[config.mk]
export PLATFORM = sky130hd
export DESIGN_NAME = lkcal_top
export DESIGN_NICKNAME = d
export VERILOG_FILES = /design/src/rtl/lkcal_top.v
export VERILOG_INCLUDE_DIRS = /design/src /design/src/rtl
export SDC_FILE = /design/constraint.sdc
export NUM_CORES = 1
export LEC_CHECK = 0
export BUFFER_PORTS_ARGS = -buffer_cell sky130_fd_sc_hd__buf_2
export CAP_MARGIN = 5
export CORE_MARGIN = 3
export CORE_UTILIZATION = 60
export CTS_CLUSTER_DIAMETER = 40
export DETAILED_ROUTE_END_ITERATION = 8
export PLACE_DENSITY = 0.8
export SKIP_CTS_REPAIR_TIMING = 1
export SLEW_MARGIN = 20
export SYNTH_ARGS = -nofsm -noshare
export SYNTH_HDL_FRONTEND = slang
export SYNTH_SLANG_ARGS = --single-unit
export TNS_END_PERCENT = 100
[constraint.sdc]
create_clock -name clk_i -period 4.4 [get_ports clk_i]
set_input_delay 0.88 -clock clk_i [delete_from_list [all_inputs] [get_ports clk_i]]
set_output_delay 0.88 -clock clk_i [all_outputs]
set_load 0.01 [all_outputs]
[src/rtl/lkcal_map.vh]
`ifndef LKCAL_MAP_VH
`define LKCAL_MAP_VH
// How it works
// RULE1: Status pin selector 0 gives serial readback, 1 gives lock indication.
// RULE2: Lock type 0 uses calibration status, 1 uses tuning-voltage monitor.
// RULE3: Lock delay field spans 0..65535, counted in state machine ticks.
// RULE4: Calibration-status lock stays low during calibration and delay count after it.
// RULE5: Mute enabled switches outputs off while lock is low; disabled never mutes.
// RULE6: Tuning-voltage mode drives lock high when locked; readback reports state 2.
// RULE7: Lock status readable in a status field and on the pin.
// RULE8: Readback mode shifts register, lock and calibration results out on pin.
// RULE9: Writing control register zero with calibration enable set starts band calibration.
// RULE10: Every write to control register zero runs amplitude calibration; the code skips it when all three force bits are set.
// RULE11: Host keeps reference clock running before triggering calibration.
// RULE12: No force or quick bits: start from programmed core, amplitude, capcode.
// RULE13: Host should program core 7, amplitude 300, capcode 183 normally.
// RULE14: Host programs core 4 for targets between 11.9 and 12.1 GHz.
// RULE15: Partial assist: host writes start values before each trigger, forces cleared.
// RULE16: Quick recal starts from current capcode and amplitude start value.
// RULE17: All three force bits set apply host values directly, no search.
// RULE18: Host interpolates only between points on one core within 5MHz.
// RULE19: State machine tick is reference divided by 2 to the divide field.
// RULE20: Host uses no assist at 11900..12100 MHz: core 4, amplitude 300, capcode 1.
// RULE21: New calibration restarts delay counter; lock low until both finish.

// Register word offsets (byte address bits 4:2)
`define LKCAL_OFS_CTRL0 4'h0
`define LKCAL_OFS_CFG 4'h1
`define LKCAL_OFS_DELAY 4'h2
`define LKCAL_OFS_START 4'h3
`define LKCAL_OFS_FORCE 4'h4
`define LKCAL_OFS_STATUS 4'h5
`define LKCAL_OFS_RBSEL 4'h6
// CTRL0 fields
`define LKCAL_CAL_EN_BIT 0
// CFG fields
`define LKCAL_PIN_SEL_BIT 0
`define LKCAL_LOCK_DETECT_TYPE_BIT 1
`define LKCAL_MUTE_BIT 2
`define LKCAL_DIV_LSB 4
`define LKCAL_QUICK_BIT 8
`define LKCAL_CORE_F_BIT 9
`define LKCAL_AMP_F_BIT 10
`define LKCAL_CAP_F_BIT 11
// START and FORCE fields
`define LKCAL_CORE_LSB 0
`define LKCAL_CAP_LSB 8
`define LKCAL_AMP_LSB 16
// Reset values
`define LKCAL_CFG_RST 32'h0000_0000
`define LKCAL_DELAY_RST 16'h0000
`define LKCAL_START_RST 32'h012c_b707
`define LKCAL_FORCE_RST 32'h012c_b707
// Lock readback codes
`define LKCAL_LOCK_STATE_YES 2'h2
`define LKCAL_LOCK_STATE_NO 2'h0
// Search step limit per calibration phase
`define LKCAL_STEP_LIMIT 9'h1ff
// Clocks a new code needs to reach the synchronised comparators
`define LKCAL_SETTLE 4'h8
`endif

[src/rtl/lkcal_top.v]
// Implementation choices: the placing of the registers and the Avalon-MM slave port.
`timescale 1ns/1ps
`include "lkcal_map.vh"

module lkcal_top #(
	parameter DELAY_W = 16,
	parameter AMP_W = 9,
	parameter CAP_W = 8,
	parameter CORE_W = 3
) (
	input wire clk_i,
	input wire rst_i,
	input wire [4:0] avs_address_i,
	input wire avs_read_i,
	input wire avs_write_i,
	input wire [31:0] avs_writedata_i,
	input wire [3:0] avs_byteenable_i,
	output reg [31:0] avs_readdata_o,
	output wire avs_waitrequest_o,
	input wire osc_fast_i,
	input wire amp_high_i,
	input wire vtune_lock_i,
	output reg [CORE_W-1:0] osc_core_o,
	output reg [CAP_W-1:0] osc_capcode_o,
	output reg [AMP_W-1:0] osc_amplitude_o,
	output reg cal_busy_o,
	output reg out_mute_o,
	output reg status_pin_o
);

	// =========================================
	// Registers and state
	// =========================================
	localparam ST_IDLE = 2'h0;
	localparam ST_FREQ = 2'h1;
	localparam ST_AMP = 2'h2;

	reg ack_reg;
	reg ctrl0_reg;
	reg [31:0] cfg_reg;
	reg [DELAY_W-1:0] delay_reg;
	reg [31:0] start_reg;
	reg [31:0] force_reg;
	reg [3:0] rbsel_reg;
	reg [1:0] state_reg;
	reg [8:0] steps_reg;
	reg dir_reg;
	reg first_reg;
	reg [3:0] settle_reg;
	reg [DELAY_W-1:0] dcount_reg;
	reg drun_reg;
	reg [2:0] div_cnt_reg;
	reg [31:0] shift_reg;
	reg [5:0] shift_cnt_reg;
	reg [2:0] fast_sync_reg;
	reg [2:0] amp_sync_reg;
	reg [2:0] vt_sync_reg;
	reg fast_reg;
	reg amp_hi_reg;
	reg vt_reg;

	wire [31:0] be_mask;
	wire wr_ok;
	wire rd_ok;
	wire tick;
	wire settled;
	wire [1:0] div_sel;
	wire all_force;
	wire lock_ind;
	wire [1:0] lock_state;
	wire [3:0] reg_idx;
	reg [31:0] rd_mux;

	// =========================================
	// Avalon-MM slave
	// =========================================
	// One wait state on every access; keeps the read mux off the bus path
	assign avs_waitrequest_o = (avs_read_i | avs_write_i) & ~ack_reg;
	assign wr_ok = avs_write_i & ack_reg;
	assign rd_ok = avs_read_i & ~ack_reg;
	assign reg_idx = avs_address_i[4:2] == 3'h7 ? 4'hf : {1'b0, avs_address_i[4:2]};

	genvar gi;
	generate
		for (gi = 0; gi < 4; gi = gi + 1) begin : g_be
			assign be_mask[gi*8 +: 8] = {8{avs_byteenable_i[gi]}};
		end
	endgenerate

	// Ack toggles off the cycle after it was given
	always @(posedge clk_i) begin
		if (rst_i) begin
			ack_reg <= 1'b0;
		end else begin
			ack_reg <= (avs_read_i | avs_write_i) & ~ack_reg;
		end
	end

	// Readback mux; unmapped offsets read zero
	always @* begin
		case (reg_idx)
			`LKCAL_OFS_CTRL0: rd_mux = {31'h0, ctrl0_reg};
			`LKCAL_OFS_CFG: rd_mux = cfg_reg;
			`LKCAL_OFS_DELAY: rd_mux = {{(32-DELAY_W){1'b0}}, delay_reg};
			`LKCAL_OFS_START: rd_mux = start_reg;
			`LKCAL_OFS_FORCE: rd_mux = force_reg;
			`LKCAL_OFS_STATUS: rd_mux = {7'h0, osc_amplitude_o, osc_capcode_o, 1'b0,
				osc_core_o, drun_reg, cal_busy_o, lock_state}; // RULE7 RULE8
			`LKCAL_OFS_RBSEL: rd_mux = {28'h0, rbsel_reg};
			default: rd_mux = 32'h0000_0000;
		endcase
	end

	// Read data captured on the same edge that drops waitrequest
	always @(posedge clk_i) begin
		if (rst_i) begin
			avs_readdata_o <= 32'h0000_0000;
		end else if (rd_ok) begin
			avs_readdata_o <= rd_mux;
		end
	end

	// Configuration writes with byte lanes
	always @(posedge clk_i) begin
		if (rst_i) begin
			ctrl0_reg <= 1'b0;
			cfg_reg <= `LKCAL_CFG_RST;
			delay_reg <= `LKCAL_DELAY_RST;
			start_reg <= `LKCAL_START_RST;
			force_reg <= `LKCAL_FORCE_RST;
			rbsel_reg <= 4'h0;
		end else if (wr_ok) begin
			case (reg_idx)
				`LKCAL_OFS_CTRL0: if (avs_byteenable_i[0]) begin
					ctrl0_reg <= avs_writedata_i[`LKCAL_CAL_EN_BIT];
				end
				`LKCAL_OFS_CFG: cfg_reg <= (cfg_reg & ~be_mask) | (avs_writedata_i & be_mask);
				`LKCAL_OFS_DELAY: delay_reg <= (delay_reg & ~be_mask[DELAY_W-1:0])
					| (avs_writedata_i[DELAY_W-1:0] & be_mask[DELAY_W-1:0]); // RULE3
				`LKCAL_OFS_START: start_reg <= (start_reg & ~be_mask) | (avs_writedata_i & be_mask);
				`LKCAL_OFS_FORCE: force_reg <= (force_reg & ~be_mask) | (avs_writedata_i & be_mask);
				`LKCAL_OFS_RBSEL: if (avs_byteenable_i[0]) begin
					rbsel_reg <= avs_writedata_i[3:0];
				end
				default: ;
			endcase
		end
	end

	// =========================================
	// Pin input synchronisers
	// =========================================
	// Three stages; a level is accepted only when stages two and three agree
	always @(posedge clk_i) begin
		if (rst_i) begin
			fast_sync_reg <= 3'h0;
			amp_sync_reg <= 3'h0;
			vt_sync_reg <= 3'h0;
			fast_reg <= 1'b0;
			amp_hi_reg <= 1'b0;
			vt_reg <= 1'b0;
		end else begin
			fast_sync_reg <= {fast_sync_reg[1:0], osc_fast_i};
			amp_sync_reg <= {amp_sync_reg[1:0], amp_high_i};
			vt_sync_reg <= {vt_sync_reg[1:0], vtune_lock_i};
			if (fast_sync_reg[1] == fast_sync_reg[2]) begin
				fast_reg <= fast_sync_reg[2];
			end
			if (amp_sync_reg[1] == amp_sync_reg[2]) begin
				amp_hi_reg <= amp_sync_reg[2];
			end
			if (vt_sync_reg[1] == vt_sync_reg[2]) begin
				vt_reg <= vt_sync_reg[2];
			end
		end
	end

	// =========================================
	// State machine tick
	// =========================================
	// Tick every 2^div reference cycles instead of a gated second clock
	assign div_sel = cfg_reg[`LKCAL_DIV_LSB +: 2];
	assign tick = (div_cnt_reg[2:0] & ((3'h1 << div_sel) - 3'h1)) == 3'h0; // RULE19
	// Search may act only once the comparators show the applied code
	assign settled = tick && (settle_reg == 4'h0);

	always @(posedge clk_i) begin
		if (rst_i) begin
			div_cnt_reg <= 3'h0;
		end else begin
			div_cnt_reg <= div_cnt_reg + 3'h1;
		end
	end

	// =========================================
	// Calibration engine
	// =========================================
	assign all_force = cfg_reg[`LKCAL_CORE_F_BIT] & cfg_reg[`LKCAL_AMP_F_BIT]
		& cfg_reg[`LKCAL_CAP_F_BIT];

	// A write to control zero restarts everything, even mid-calibration
	always @(posedge clk_i) begin
		if (rst_i) begin
			state_reg <= ST_IDLE;
			cal_busy_o <= 1'b0;
			steps_reg <= 9'h000;
			dir_reg <= 1'b0;
			first_reg <= 1'b0;
			settle_reg <= 4'h0;
			osc_core_o <= start_reg[`LKCAL_CORE_LSB +: CORE_W];
			osc_capcode_o <= start_reg[`LKCAL_CAP_LSB +: CAP_W];
			osc_amplitude_o <= start_reg[`LKCAL_AMP_LSB +: AMP_W];
		end else if (wr_ok && reg_idx == `LKCAL_OFS_CTRL0) begin
			steps_reg <= 9'h000;
			// Comparators still reflect the old code; stale readings would end the search
			settle_reg <= `LKCAL_SETTLE;
			first_reg <= 1'b1;
			if (all_force) begin
				osc_core_o <= force_reg[`LKCAL_CORE_LSB +: CORE_W]; // RULE17
				osc_capcode_o <= force_reg[`LKCAL_CAP_LSB +: CAP_W];
				osc_amplitude_o <= force_reg[`LKCAL_AMP_LSB +: AMP_W];
				state_reg <= ST_IDLE;
				cal_busy_o <= 1'b0;
			end else begin
				if (!cfg_reg[`LKCAL_QUICK_BIT]) begin
					osc_core_o <= start_reg[`LKCAL_CORE_LSB +: CORE_W]; // RULE12
					osc_capcode_o <= start_reg[`LKCAL_CAP_LSB +: CAP_W];
				end // RULE16
				osc_amplitude_o <= start_reg[`LKCAL_AMP_LSB +: AMP_W];
				cal_busy_o <= 1'b1;
				if (avs_writedata_i[`LKCAL_CAL_EN_BIT] && avs_byteenable_i[0]) begin
					state_reg <= ST_FREQ; // RULE9
				end else begin
					state_reg <= ST_AMP; // RULE10
				end
			end
		end else begin
			// Settling time runs on the reference clock, not on the tick
			if (settle_reg != 4'h0) begin
				settle_reg <= settle_reg - 4'h1;
			end
			if (settled) begin
				case (state_reg)
					ST_FREQ: begin
						// Band search; first settled reading fixes the direction
						steps_reg <= steps_reg + 9'h001;
						if ((!first_reg && fast_reg != dir_reg)
							|| steps_reg == `LKCAL_STEP_LIMIT
							|| (fast_reg && osc_capcode_o == {CAP_W{1'b1}})
							|| (!fast_reg && osc_capcode_o == {CAP_W{1'b0}})) begin
							state_reg <= ST_AMP;
							steps_reg <= 9'h000;
						end else begin
							dir_reg <= fast_reg;
							first_reg <= 1'b0;
							settle_reg <= `LKCAL_SETTLE;
							if (fast_reg) begin
								osc_capcode_o <= osc_capcode_o + {{(CAP_W-1){1'b0}}, 1'b1};
							end else begin
								osc_capcode_o <= osc_capcode_o - {{(CAP_W-1){1'b0}}, 1'b1};
							end
						end
					end
					ST_AMP: begin
						// Amplitude walks down until the detector clears
						steps_reg <= steps_reg + 9'h001;
						if (!amp_hi_reg || steps_reg == `LKCAL_STEP_LIMIT
							|| osc_amplitude_o == {AMP_W{1'b0}}) begin
							state_reg <= ST_IDLE;
							cal_busy_o <= 1'b0;
						end else begin
							settle_reg <= `LKCAL_SETTLE;
							osc_amplitude_o <= osc_amplitude_o - {{(AMP_W-1){1'b0}}, 1'b1};
						end
					end
					ST_IDLE: cal_busy_o <= 1'b0;
					default: begin
						state_reg <= ST_IDLE;
						cal_busy_o <= 1'b0;
					end
				endcase
			end
		end
	end

	// =========================================
	// Lock delay and lock indication
	// =========================================
	// Delay starts when the search ends; any new trigger resets it
	always @(posedge clk_i) begin
		if (rst_i) begin
			dcount_reg <= {DELAY_W{1'b0}};
			drun_reg <= 1'b0;
		end else if (wr_ok && reg_idx == `LKCAL_OFS_CTRL0) begin
			dcount_reg <= {DELAY_W{1'b0}}; // RULE21
			drun_reg <= ~all_force & (delay_reg != {DELAY_W{1'b0}});
		end else if (tick && cal_busy_o) begin
			dcount_reg <= {DELAY_W{1'b0}};
		end else if (tick && drun_reg) begin
			if (dcount_reg == delay_reg - {{(DELAY_W-1){1'b0}}, 1'b1}) begin
				drun_reg <= 1'b0; // RULE3 RULE4
			end
			dcount_reg <= dcount_reg + {{(DELAY_W-1){1'b0}}, 1'b1};
		end
	end

	// Type 0 follows calibration, type 1 follows the tuning monitor
	assign lock_ind = cfg_reg[`LKCAL_LOCK_DETECT_TYPE_BIT] ? vt_reg
		: ~(cal_busy_o | drun_reg); // RULE2 RULE4 RULE6
	assign lock_state = lock_ind ? `LKCAL_LOCK_STATE_YES : `LKCAL_LOCK_STATE_NO; // RULE6

	// Mute follows lock with one register stage
	always @(posedge clk_i) begin
		if (rst_i) begin
			out_mute_o <= 1'b0;
		end else begin
			out_mute_o <= cfg_reg[`LKCAL_MUTE_BIT] & ~lock_ind; // RULE5
		end
	end

	// =========================================
	// Serial readback and status pin
	// =========================================
	// Writing the select register loads that word; shifted MSB first per tick
	always @(posedge clk_i) begin
		if (rst_i) begin
			shift_reg <= 32'h0000_0000;
			shift_cnt_reg <= 6'h00;
		end else if (wr_ok && reg_idx == `LKCAL_OFS_RBSEL) begin
			shift_cnt_reg <= 6'h20;
			case (avs_writedata_i[3:0])
				`LKCAL_OFS_CTRL0: shift_reg <= {31'h0, ctrl0_reg};
				`LKCAL_OFS_CFG: shift_reg <= cfg_reg;
				`LKCAL_OFS_DELAY: shift_reg <= {{(32-DELAY_W){1'b0}}, delay_reg};
				`LKCAL_OFS_START: shift_reg <= start_reg;
				`LKCAL_OFS_FORCE: shift_reg <= force_reg;
				`LKCAL_OFS_STATUS: shift_reg <= {7'h0, osc_amplitude_o, osc_capcode_o,
					1'b0, osc_core_o, drun_reg, cal_busy_o, lock_state}; // RULE8
				default: shift_reg <= 32'h0000_0000;
			endcase
		end else if (tick && shift_cnt_reg != 6'h00) begin
			shift_reg <= {shift_reg[30:0], 1'b0};
			shift_cnt_reg <= shift_cnt_reg - 6'h01;
		end
	end

	// Pin registered so it never glitches on the mux change
	always @(posedge clk_i) begin
		if (rst_i) begin
			status_pin_o <= 1'b0;
		end else if (cfg_reg[`LKCAL_PIN_SEL_BIT]) begin
			status_pin_o <= lock_ind; // RULE1 RULE7
		end else begin
			status_pin_o <= (shift_cnt_reg != 6'h00) & shift_reg[31]; // RULE1 RULE8
		end
	end

endmodule // lkcal_top

==> impl_metrics.yaml <==
status:
  status: "finished clean"
critical_path:
  slowest_stage: "nor4_2"
  worstSetupStartpointType: "register"
  crit_path_max_incr_delay_ps: 790
  crit_type: "reg2reg"
  critPathMaxFanout: 14
  critical_path_required_ps: 4750
  r2r.worst_path.cells: 6
  regToRegSetupSlack_ps: 1410
  cp_top_family: "simple AND/OR/NAND/NOR gates"
  crit_arrival_ps: 3340
  worstPathCellList: "nand2_1, nor4_2, nand2_1, nand2b_1, nand2_1, o21ai_0"
  worstSetupPathDepth: 6
  crit_buf_inv: 0
  crit_top_cell: "nand2_1"
  critPathCaptureType: "register"
sta:
  hold_viol: 0
  fmax_mhz: 334
  holdWs_ps: 451
  rsz0062_at_grt: "false"
  tightest_slew_ps: 972
  clock_skew_ps: 18.0
  fin_setup_tns_ps: 0
  setup_viol: 0
  fin_ws_ps: 1410
  drv_slew: 0
  period_needed_ps: 2990
  relSlewSlack_pct: 35.2
  post-route-period-util_pct: 68.1
synthesis:
  synth.cell_area_mm2: 0.0130
  syn_nets: 1598
  ys_ff_latch: 260
  synth.largest_area_cell: "dfxtp_1"
  yosys-top-cells-area: "dfxtp_1 (37%), nand2_1 (4.9%), mux2i_1 (4.8%), edfxtp_1 (4.6%), a21oi_1 (4.3%)"
  synth_cell_type_count: 73
  avgSynthCellArea_um2: 8.52
  synthArstFlopShare_pct: 0
  ys_seq_area_share_pct: 41.4
  ys_warn_count: 0
  syn_inst: 1531
  ys.flop_type: "dfxtp_1"
  synth_edf_count: 20
  synth_top_cell_area_share_pct: 36.8
power:
  power.density_mw_per_mm2: 473
  total_power_mw: 7.10
  peakVddDrop_v: 0.000371
  p_leak_nw: 5.67
die:
  fp-row-count: 53
  coreArea_mm2: 0.0212
  io_pins: 104
  start_util_pct: 61.5
  die_area_mm2: 0.0235
  die_h_um: 153
  die_w_um: 153
placed_design:
  pre_cts_ws_ps: 1080
  portBuffers: 101
  placed_cells: 1817
  place_area_mm2: 0.0137
  place_congestion: 0.898
  place_hpwl_mm: 26.7
clock_network:
  clk_latency_ps: 520
  cts_sinks: 260
  path_clk_slew_ps: 60
  cts_inserted_buffers: 39
  clockBufferDepth: 3
  cts_tree: "built"
  cts-root-buf: "clkbuf_16"
  htree_levels: 2
finish:
  layout-drive-gt1-share_pct: 14.1
  stdcell_count: 1888
  post-route-util_pct: 70.7
  multi_input_area_mm2: 0.00709
  area.sequential_mm2: 0.00541
  fill_cells: 1687
  fin_nets: 1650
  final_area_mm2: 0.0150
  area_growth_pct: 15.0
global_route:
  grt_max_degree: 107
  grt_use_total_pct: 32.6
  antenna_found_initial: 1
  grt_pass1_wl_mm: 63.2
  grt_pass1_vias: 11600
  grt_overflow_total: 0
routing:
  dr.first_iter.drc_count: 1741
  vias: 12600
  antenna_left: 0
  drc: 0
  drt_pass1_iterations: 8
  wl_per_cell_um: 21.1
  via_per_inst: 6.66
  wl_mm: 39.9
hold_path:
  holdPathStages: 2
  hp-class: "reg2reg"
job:
  max_cap_violations: 0
-- tightest hold or removal path: stages, from the launching register on --
cell and delay [ps]:
dfxtp_1 300, nand2_1 50, a21oi_1 50
-- layout make-up --
class / instances / area share [%]
diodes: 1 / 0.0167
clock buffers: 51 / 7.36
clock inverters: 19 / 1.53
inverters: 27 / 0.676
multi-input cells: 1125 / 47.2
flip-flops and latches: 260 / 36.0
well taps: 275 / 2.29
repair buffers: 130 / 4.86
-- cell usage after synthesis, types with 7 or more instances --
cell / number
dfxtp_1: 240
nand2_1: 169
nor2_1: 134
a21oi_1: 111
clkbuf_1: 95
nand3_1: 90
o21ai_0: 89
mux2i_1: 63
a22oi_1: 50
xnor2_1: 35
nor3_1: 33
a222oi_1: 32
a21o_1: 31
a211oi_1: 27
and3_1: 27
inv_1: 27
a211o_1: 26
o221ai_1: 23
xor2_1: 21
edfxtp_1: 20
ha_1: 18
buf_2: 15
nor2b_1: 15
or3_1: 14
mux2_2: 12
nand4_1: 9
o21a_1: 9
nand2b_1: 8
nor4_1: 7
-- power breakdown --
group          internal [mW]  leakage [nW]  switching (mW)  total (mW)
sequential              2.61          2.13           0.147        2.75
combinational          0.472          2.91           0.720        1.19
clock                   2.01         0.631            1.15        3.16
-- worst paths after layout --
path                        startpoint                           end
min reg2reg  rbsel_reg[2]$_SDFFE_PP0P_     rbsel_reg[2]$_SDFFE_PP0P_
min          rbsel_reg[2]$_SDFFE_PP0P_     rbsel_reg[2]$_SDFFE_PP0P_
max reg2reg         ack_reg$_SDFF_PP0_  osc_amplitude_o[3]$_DFFE_PP_
max                 ack_reg$_SDFF_PP0_  osc_amplitude_o[3]$_DFFE_PP_
-- logic make-up after synthesis --
group,count (synthesis),share of synthesized area [%]
AND/OR/NAND/NOR,538,19.6
AO/OA/AOI/OAI,436,22.7
flip-flops,260,41.4
buffers and inverters,146,4.52
multiplexers,76,6.04
XOR/XNOR,56,3.76
adder cells (fa/ha/maj),19,1.88
-- metal layers --
layer,share of wire (%),vias up,track usage [%]
li1,-,5728,-
met1,40,5953,44.7
met2,45,744,50.7
met3,11,143,6.29
met4,4.1,2,13.8
met5,0.025,-,0
-- layout by cell type, fill, tap and decap left out, types with 23 or more instances in the layout --
cell type    n
a211o_1     26
a211oi_1    27
a21o_1      31
a21oi_1    111
a222oi_1    32
a22oi_1     50
and3_1      27
buf_2      100
buf_4       29
clkbuf_16   41
dfxtp_1    240
inv_1       27
mux2i_1     63
nand2_1    169
nand3_1     90
nor2_1     133
nor3_1      31
o21ai_0     89
o221ai_1    23
xnor2_1     35
No activity file was read; power rests on OpenSTA's default activity.
